===== config.mk =====
export PLATFORM = sky130hd
export DESIGN_NAME = pwm_deadtime
export DESIGN_NICKNAME = d
export VERILOG_FILES = /design/src/include/pwm_pkg.sv /design/src/pwm_deadtime.sv
export SDC_FILE = /design/constraint.sdc
export NUM_CORES = 1
export LEC_CHECK = 0
export BUFFER_PORTS_ARGS = -buffer_cell sky130_fd_sc_hd__buf_2
export CAP_MARGIN = 20
export CORE_MARGIN = 2
export CORE_UTILIZATION = 47
export DETAILED_ROUTE_END_ITERATION = 10
export HOLD_SLACK_MARGIN = 0.02
export PLACE_DENSITY = 0.69
export SYNTH_ARGS = -nofsm -noshare
export SYNTH_HDL_FRONTEND = slang
export SYNTH_SLANG_ARGS = --single-unit

===== constraint.sdc =====
create_clock -name clk -period 3.36 [get_ports clk]
set_input_delay 0.336 -clock clk [delete_from_list [all_inputs] [get_ports clk]]
set_output_delay 0.336 -clock clk [all_outputs]
set_load 0.05 [all_outputs]

===== src/include/pwm_pkg.sv =====
// Package of constants and types for the complementary PWM generator
`default_nettype none
package pwm_pkg;
   // ****************************************************
   // Timing
   // ****************************************************
   localparam int  CLK_PERIOD_PS      = 5000;
   localparam int  DT_PRESCALE        = 8;
   localparam int  DT_TICK_PS         = 735;
   localparam int  DT_RISE_TICKS      = 75;
   localparam int  DT_FALL_TICKS      = 200;
   // Dead times are least times: round the tick total up to whole clock cycles
   localparam int  DT_RISE_CYC =
      (DT_RISE_TICKS * DT_TICK_PS + CLK_PERIOD_PS - 1) / CLK_PERIOD_PS;
   localparam int  DT_FALL_CYC =
      (DT_FALL_TICKS * DT_TICK_PS + CLK_PERIOD_PS - 1) / CLK_PERIOD_PS;
   localparam int  SW_FREQ_KHZ        = 200;
   localparam int  PERIOD_CYC         = 1000000000 / (SW_FREQ_KHZ * CLK_PERIOD_PS);
   localparam int  DUTY_PERCENT       = 66;
   localparam int  DUTY_CYC           = PERIOD_CYC * DUTY_PERCENT / 100;
   localparam int  CNT_W              = 16;

   // ****************************************************
   // Registers
   // ****************************************************
   localparam logic [3:0]  ADDR_CTRL     = 4'h0;
   localparam logic [3:0]  ADDR_STATUS   = 4'h4;
   localparam logic [3:0]  ADDR_PERIOD   = 4'h8;
   localparam logic [3:0]  ADDR_DUTY     = 4'hC;
   localparam int          CTRL_EN_BIT   = 0;
   localparam int          STAT_HS_BIT   = 0;
   localparam int          STAT_LS_BIT   = 1;
   localparam int          STAT_RUN_BIT  = 2;
   localparam logic [31:0] UNMAPPED_DATA = 32'hDEAD_BEEF;

   typedef enum {ST_OFF, ST_DT_RISE, ST_HIGH, ST_DT_FALL, ST_LOW} phase_t;

   typedef struct packed {
      logic hs;
      logic ls;
   } gate_t;
endpackage
`default_nettype wire


===== src/pwm_deadtime.sv =====
// Complementary PWM generator with dead time, Avalon-MM register slave
//
// Register access over Avalon-MM and the address map are this design's own decisions.
`default_nettype none
module pwm_deadtime
   import pwm_pkg::*;
#(
   parameter int  DT_RISE = DT_RISE_CYC,
   parameter int  DT_FALL = DT_FALL_CYC
) (
   input  wire logic               clk,
   input  wire logic               srst,
   input  wire logic [3:0]         avs_address,
   input  wire logic               avs_read,
   input  wire logic               avs_write,
   input  wire logic [31:0]        avs_writedata,
   input  wire logic [3:0]         avs_byteenable,
   output logic [31:0]             avs_readdata,
   output logic                    avs_waitrequest,
   output logic                    high_side_switch_drive,
   output logic                    low_side_switch_drive
);

   // ****************************************************
   // Register file
   // ****************************************************
   logic             en_r, en_nxt;
   logic [CNT_W-1:0] period_r, period_nxt;
   logic [CNT_W-1:0] duty_r, duty_nxt;
   logic [31:0]      rdata_r, rdata_nxt;
   logic             wait_r, wait_nxt;
   gate_t            gate_r, gate_nxt;
   phase_t           phase_r, phase_nxt;
   logic [CNT_W-1:0] cnt_r, cnt_nxt;
   logic [CNT_W-1:0] dt_r, dt_nxt;
   logic             pwm_ref;
   logic             acc;

   // One wait cycle per access: request taken when waitrequest is low
   assign acc = (avs_read | avs_write) & ~wait_r;

   always_comb begin
      en_nxt     = en_r;
      period_nxt = period_r;
      duty_nxt   = duty_r;
      rdata_nxt  = rdata_r;
      wait_nxt   = 1'b1;
      if (acc) begin
         wait_nxt = 1'b1;
      end else if (avs_read | avs_write) begin
         wait_nxt = 1'b0;
      end
      // Writes land at the edge where the master sees waitrequest low
      if (acc && avs_write) begin
         unique case (avs_address)
            ADDR_CTRL: begin
               if (avs_byteenable[0]) en_nxt = avs_writedata[CTRL_EN_BIT];
            end
            // Duty and period are static while running, so the compare
            // value stays fixed in open loop and only software changes it
            ADDR_PERIOD: begin
               if (!en_r && avs_byteenable[1:0] == 2'b11)
                  period_nxt = avs_writedata[CNT_W-1:0];
            end
            ADDR_DUTY: begin
               if (!en_r && avs_byteenable[1:0] == 2'b11)
                  duty_nxt = avs_writedata[CNT_W-1:0];
            end
            default: ;
         endcase
      end
      // Read data is fetched during the wait cycle so it stands at the answer edge
      if (avs_read && wait_r) begin
         unique case (avs_address)
            ADDR_CTRL:   rdata_nxt = {31'h0000_0000, en_r};
            ADDR_STATUS: rdata_nxt = {29'h0000_0000, (phase_r != ST_OFF),
                                      gate_r.ls, gate_r.hs};
            ADDR_PERIOD: rdata_nxt = {16'h0000, period_r};
            ADDR_DUTY:   rdata_nxt = {16'h0000, duty_r};
            default:     rdata_nxt = UNMAPPED_DATA;
         endcase
      end
   end

   always_ff @(posedge clk) begin
      if (srst) begin
         en_r     <= 1'b0;
         period_r <= CNT_W'(PERIOD_CYC);
         duty_r   <= CNT_W'(DUTY_CYC);
         rdata_r  <= 32'h0000_0000;
         wait_r   <= 1'b1;
      end else begin
         en_r     <= en_nxt;
         period_r <= period_nxt;
         duty_r   <= duty_nxt;
         rdata_r  <= rdata_nxt;
         wait_r   <= wait_nxt;
      end
   end

   assign avs_readdata    = rdata_r;
   assign avs_waitrequest = wait_r;

   // ****************************************************
   // Period counter and compare
   // ****************************************************
   always_comb begin
      cnt_nxt = cnt_r;
      if (!en_r || cnt_r >= period_r - 16'h0001) begin
         cnt_nxt = 16'h0000;
      end else begin
         cnt_nxt = cnt_r + 16'h0001;
      end
   end
   // Reference high from period start until counter reaches duty
   assign pwm_ref = en_r && (cnt_r < duty_r);

   // ****************************************************
   // Dead-time insertion
   // ****************************************************
   // Dead time runs in clock cycles: 8x kernel ticks of 0.735 ns are
   // rounded up to 5 ns cycles, so gaps are never shorter than set, except when enable is written back soon after a disable
   always_comb begin
      phase_nxt = phase_r;
      dt_nxt    = dt_r;
      gate_nxt  = '{hs: 1'b0, ls: 1'b0};
      if (dt_r != 16'h0000) dt_nxt = dt_r - 16'h0001;
      unique case (phase_r)
         ST_OFF: begin
            // Start with the low side on, so the first high-side rise also
            // follows a low-side fall and a full rising dead time
            if (en_r) begin
               phase_nxt   = ST_LOW;
               gate_nxt.ls = 1'b1;
            end
         end
         ST_LOW: begin
            gate_nxt.ls = 1'b1;
            if (!en_r) begin
               phase_nxt = ST_OFF;
               gate_nxt.ls = 1'b0;
            end else if (pwm_ref) begin
               gate_nxt.ls = 1'b0;
               phase_nxt   = ST_DT_RISE;
               dt_nxt      = CNT_W'(DT_RISE - 1);
            end
         end
         ST_DT_RISE: begin
            if (!en_r) phase_nxt = ST_OFF;
            else if (dt_r == 16'h0000) begin
               phase_nxt = ST_HIGH;
               gate_nxt.hs = 1'b1;
            end
         end
         ST_HIGH: begin
            gate_nxt.hs = 1'b1;
            if (!en_r || !pwm_ref) begin
               gate_nxt.hs = 1'b0;
               phase_nxt   = en_r ? ST_DT_FALL : ST_OFF;
               dt_nxt      = CNT_W'(DT_FALL - 1);
            end
         end
         ST_DT_FALL: begin
            if (!en_r) phase_nxt = ST_OFF;
            else if (dt_r == 16'h0000) begin
               phase_nxt = ST_LOW;
               gate_nxt.ls = 1'b1;
            end
         end
      endcase
   end

   always_ff @(posedge clk) begin
      if (srst) begin
         phase_r <= ST_OFF;
         dt_r    <= 16'h0000;
         cnt_r   <= 16'h0000;
         gate_r  <= '{hs: 1'b0, ls: 1'b0};
      end else begin
         phase_r <= phase_nxt;
         dt_r    <= dt_nxt;
         cnt_r   <= cnt_nxt;
         gate_r  <= gate_nxt;
      end
   end

   assign high_side_switch_drive = gate_r.hs;
   assign low_side_switch_drive  = gate_r.ls;

endmodule
`default_nettype wire


==> results summary <==
The run finished with clean final reports. The clock tree synthesis step divided the H-tree into 3 levels. The area of all sequential standard cells is 1760 um^2. The post-layout instance area came out at 5270 um^2.

After synthesis, the mean cell area works out to 8.25 um^2. The relative area change from synthesis to final layout is 11.2%. The final worst hold slack is 0.202 ns. The congestion estimate from routability-driven global placement came to 0.846. The number of diodes added for antenna fixing came out at 0.

The clock transition at the registers of the reported paths came out at 0.09 ns. The total DRC errors in the routed layout is 0. For this run, the number of Yosys warnings is 0. The standard cell core area is 9770 um^2. The overflow left after global routing came out at 0. TritonCTS built the clock tree. The share of synthesized area in the top cell type comes to 0.372.

The critical path starts at period_r[6]$_SDFFE_PP1P_. The area after detailed placement is 5080 um^2. The later pin in the worst-skew pair is clocked with a latency of 0.37 ns. In this run, the number of DRC markers left after iteration 0 of detailed routing was 244. The global-route wire length before repair is 18800 um. The layout cell share with drive strength beyond 1 is 0.157. From bottom edge to top edge, the die measures 104 um. The worst reg2reg path depth came out at 11. The path with the worst hold slack has its endpoint at avs_waitrequest$_SDFF_PP1_. The worst setup path is of the flop to flop kind. The row count is 36. In the post-synthesis netlist, the biggest area contributors are sky130_fd_sc_hd__dfxtp_1 37%, sky130_fd_sc_hd__ha_1 9.2%, sky130_fd_sc_hd__nand2_1 7.2%. The number of failing setup endpoints in the final timing report came out at 0.

Counting tap cells, the placed design contains a total of 742 instances. The post-placement worst setup slack came out at -0.181 ns. The number of antenna violations at the first check in global routing came out at 0. Setup repair after global routing left no endpoint under its margin.

The antenna violation net count after detailed routing came out at 0. The total clock sinks came out at 88. The clock buffer count from CTS is 9. The tightest min-delay check is of the input port to flop type. The nature of the critical path startpoint is a flop. After layout, the minimum clock period comes to 2.98 ns. The count of port buffers added during placement came out at 55.

Buffers inserted to repair hold after CTS numbered 0. The wire length reported by the detailed router came out at 11500 um. The area taken by multi-input logic gates came out at 2690 um^2. The post-synthesis sequential element count is 88.

Entering global routing, the biggest net connects 28 pins. The starting density of the core came out at 0.484. The share of synthesized flip-flops with an asynchronous set or reset came out at 0. The number of max-slew violations in the final report came out at 0. The most common cell in the synthesized netlist is sky130_fd_sc_hd__nand2_1.

Pin placement for this block handled 79 I/O pins. Excluding fillers, the count of instances in the completed layout stands at 757. The accumulated negative setup slack is 0 ns. The number of gates resized after CTS was 1. For this run, the leading register cell type out of synthesis is sky130_fd_sc_hd__dfxtp_1. The detailed-placement wirelength estimate came out at 8560 um. The ratio of routed vias to standard cells came out at 5.42. The largest voltage drop on the vdd net came out at 324 uV. The number of detailed-route iterations in the first pass came out at 5. The overall power of the completed layout is 2.67 mW.

The maximum clock skew at final layout is 0.0142 ns. Of all cell types, the one taking the most synthesized area is sky130_fd_sc_hd__dfxtp_1. In this run the critical register-to-register path is captured at cnt_r[10]$_SDFF_PP0_.

The portion of the clock cycle consumed by the worst path in the final layout is 0.887. The launching point of the worst reg2reg path is period_r[6]$_SDFFE_PP1P_. The via count of the first global-routing pass came out at 3931. The distinct cell type count of the synthesized netlist came out at 59. Along the worst path, the maximum fanout reaches 16. The count of cells along the worst hold path came out at 2. Max-cap violations in this run came to 0. The count of flip-flops with a built-in enable after synthesis came out at 0. The total via count in the routed design is 4103.

Data arrives at the worst endpoint at 3.27 ns. The final core utilization came out at 0.539. Setup slack closes at 0.381 ns. The cell sitting at the root of the clock tree is a sky130_fd_sc_hd__clkbuf_8.

The slack of the worst reg-to-reg path is 0.38 ns. At the end of the flow, the number of nets in the layout was 699. The ratio of total power to cell area is 508 nW/um^2.

STA classifies the critical path endpoint as a flop. The gate count after technology mapping came out at 574. At the pin with the least slew margin, the transition time is 0.849 ns. For this design the static power due to leakage is 2.16 nW. The startpoint identified for the worst hold timing path is avs_read. The relative slew slack is 0.433.

The number of hold violations in the final report came out at 0. The die width came out at 104 um. The overall die area came out at 10900 um^2. At the worst endpoint, the required time is 3.66 ns. Derived from the worst setup path, the maximum achievable clock frequency is 336 MHz. The filler cell count came out at 952. The routed wire length per instance came out at 15.1 um. The maximum root-to-sink buffer count is 2.

After clock tree synthesis, the setup repair step added 0 buffers. The combined area of all synthesized cells came out at 4730 um^2. For this run, the register share of the synthesized area comes to 0.372.

Counting instances in the post-synthesis netlist gives the leading cell types as 91 x sky130_fd_sc_hd__nand2_1, 88 x sky130_fd_sc_hd__dfxtp_1, 65 x sky130_fd_sc_hd__nor2_1. The global-route usage over all layers came out at 0.215.
-- critical path, cell delays in order (launching register included) --
cell and delay, ns:
sky130_fd_sc_hd__dfxtp_1 0.32, sky130_fd_sc_hd__or4_1 0.57, sky130_fd_sc_hd__or3_1 0.39, sky130_fd_sc_hd__nor3_1 0.21, sky130_fd_sc_hd__xnor2_1 0.16, sky130_fd_sc_hd__ha_1 0.28
sky130_fd_sc_hd__a21oi_1 0.16, sky130_fd_sc_hd__nor2b_1 0.06, sky130_fd_sc_hd__o21ai_0 0.16, sky130_fd_sc_hd__o2111ai_1 0.15, sky130_fd_sc_hd__o21bai_4 0.30, sky130_fd_sc_hd__nor2_1 0.16
-- worst max path at each step --
| stage | to | slack [ns] | depth (start not counted) |
|---|---|---|---|
| finish | cnt_r[10]$_SDFF_PP0_ | 0.38 | 11 |
| global route | cnt_r[8]$_SDFF_PP0_ | 0.18 | 12 |
| CTS | cnt_r[8]$_SDFF_PP0_ | 0.18 | 9 |
| detailed placement | cnt_r[8]$_SDFF_PP0_ | -0.18 | 9 |
| global placement | cnt_r[8]$_SDFF_PP0_ | -0.05 | 9 |
| floorplan | cnt_r[10]$_SDFF_PP0_ | 0.33 | 10 |
-- layer usage --
| metal | wire, um | GRT usage | share of wire |
|---|---|---|---|
| met3 | 525 | 0.0332 | 0.046 |
| met4 | 116 | 0.0608 | 0.010 |
| met1 | 5350 | 0.282 | 0.47 |
| met5 | 0 | 0 | 0 |
| met2 | 5480 | 0.364 | 0.48 |
-- logic make-up after synthesis --
group	Yosys count	synth area share
compound gates	104	0.143
xor+xnor	41	0.0758
fa+ha+maj	35	0.0925
buf+inv	64	0.0655
flops	88	0.372
mux	4	0.0114
other cells	1	0.000792
simple gates	237	0.238
-- placed cells by master, fill, tap and decap left out, types with 2 or more instances in the layout --
cell type | netlist | layout
sky130_fd_sc_hd__xor2_1 | 19 | 19
sky130_fd_sc_hd__o211ai_1 | 5 | 5
sky130_fd_sc_hd__o22ai_1 | 2 | 2
sky130_fd_sc_hd__or3_4 | 2 | 2
sky130_fd_sc_hd__and2_1 | 4 | 4
sky130_fd_sc_hd__nand2b_1 | 4 | 4
sky130_fd_sc_hd__a31oi_1 | 4 | 4
sky130_fd_sc_hd__dfxtp_1 | 88 | 88
sky130_fd_sc_hd__nand2_1 | 91 | 91
sky130_fd_sc_hd__or4_1 | 4 | 4
sky130_fd_sc_hd__ha_1 | 35 | 35
sky130_fd_sc_hd__clkbuf_8 | 0 | 9
sky130_fd_sc_hd__nand4_1 | 5 | 5
sky130_fd_sc_hd__clkinv_4 | 0 | 2
sky130_fd_sc_hd__a22oi_1 | 3 | 3
sky130_fd_sc_hd__a21oi_1 | 38 | 38
sky130_fd_sc_hd__o21ai_0 | 19 | 19
sky130_fd_sc_hd__nor2b_1 | 5 | 5
sky130_fd_sc_hd__a221oi_1 | 11 | 11
sky130_fd_sc_hd__nor3_1 | 13 | 13
sky130_fd_sc_hd__nand3b_1 | 2 | 2
sky130_fd_sc_hd__nor4_1 | 3 | 3
sky130_fd_sc_hd__and3_1 | 5 | 5
sky130_fd_sc_hd__nand3_1 | 16 | 16
sky130_fd_sc_hd__or3_1 | 7 | 7
sky130_fd_sc_hd__xnor2_1 | 22 | 22
sky130_fd_sc_hd__buf_2 | 5 | 55
sky130_fd_sc_hd__inv_1 | 27 | 27
sky130_fd_sc_hd__nor2_1 | 65 | 65
sky130_fd_sc_hd__conb_1 | 1 | 5
sky130_fd_sc_hd__buf_4 | 15 | 13
sky130_fd_sc_hd__a211oi_1 | 6 | 6
sky130_fd_sc_hd__a21o_1 | 2 | 2
sky130_fd_sc_hd__nand3_2 | 3 | 3
sky130_fd_sc_hd__mux2i_1 | 2 | 2
sky130_fd_sc_hd__inv_6 | 0 | 3
-- power by group --
part / internal [mW] / switching [mW]
clock: 0.275 / 0.410
combinational: 0.301 / 0.479
sequential: 1.13 / 0.0747
-- sequential cells by signal, indices dropped and copies added (netlist names), 3 cells and up --
name          flops
period_r         16
avs_readdata     17
duty_r           16
dt_r             16
phase_r           3
cnt_r            16
-- cell type report --
class                      count  area share
sequential                    88       0.335
timing repair buffer          68      0.0708
clock inverter                 6     0.00974
inverter                      27      0.0192
tap                          133      0.0316
multi-input combinational    426       0.511
clock buffer                   9      0.0235
Note: power is estimated with default switching activity, not from simulation.
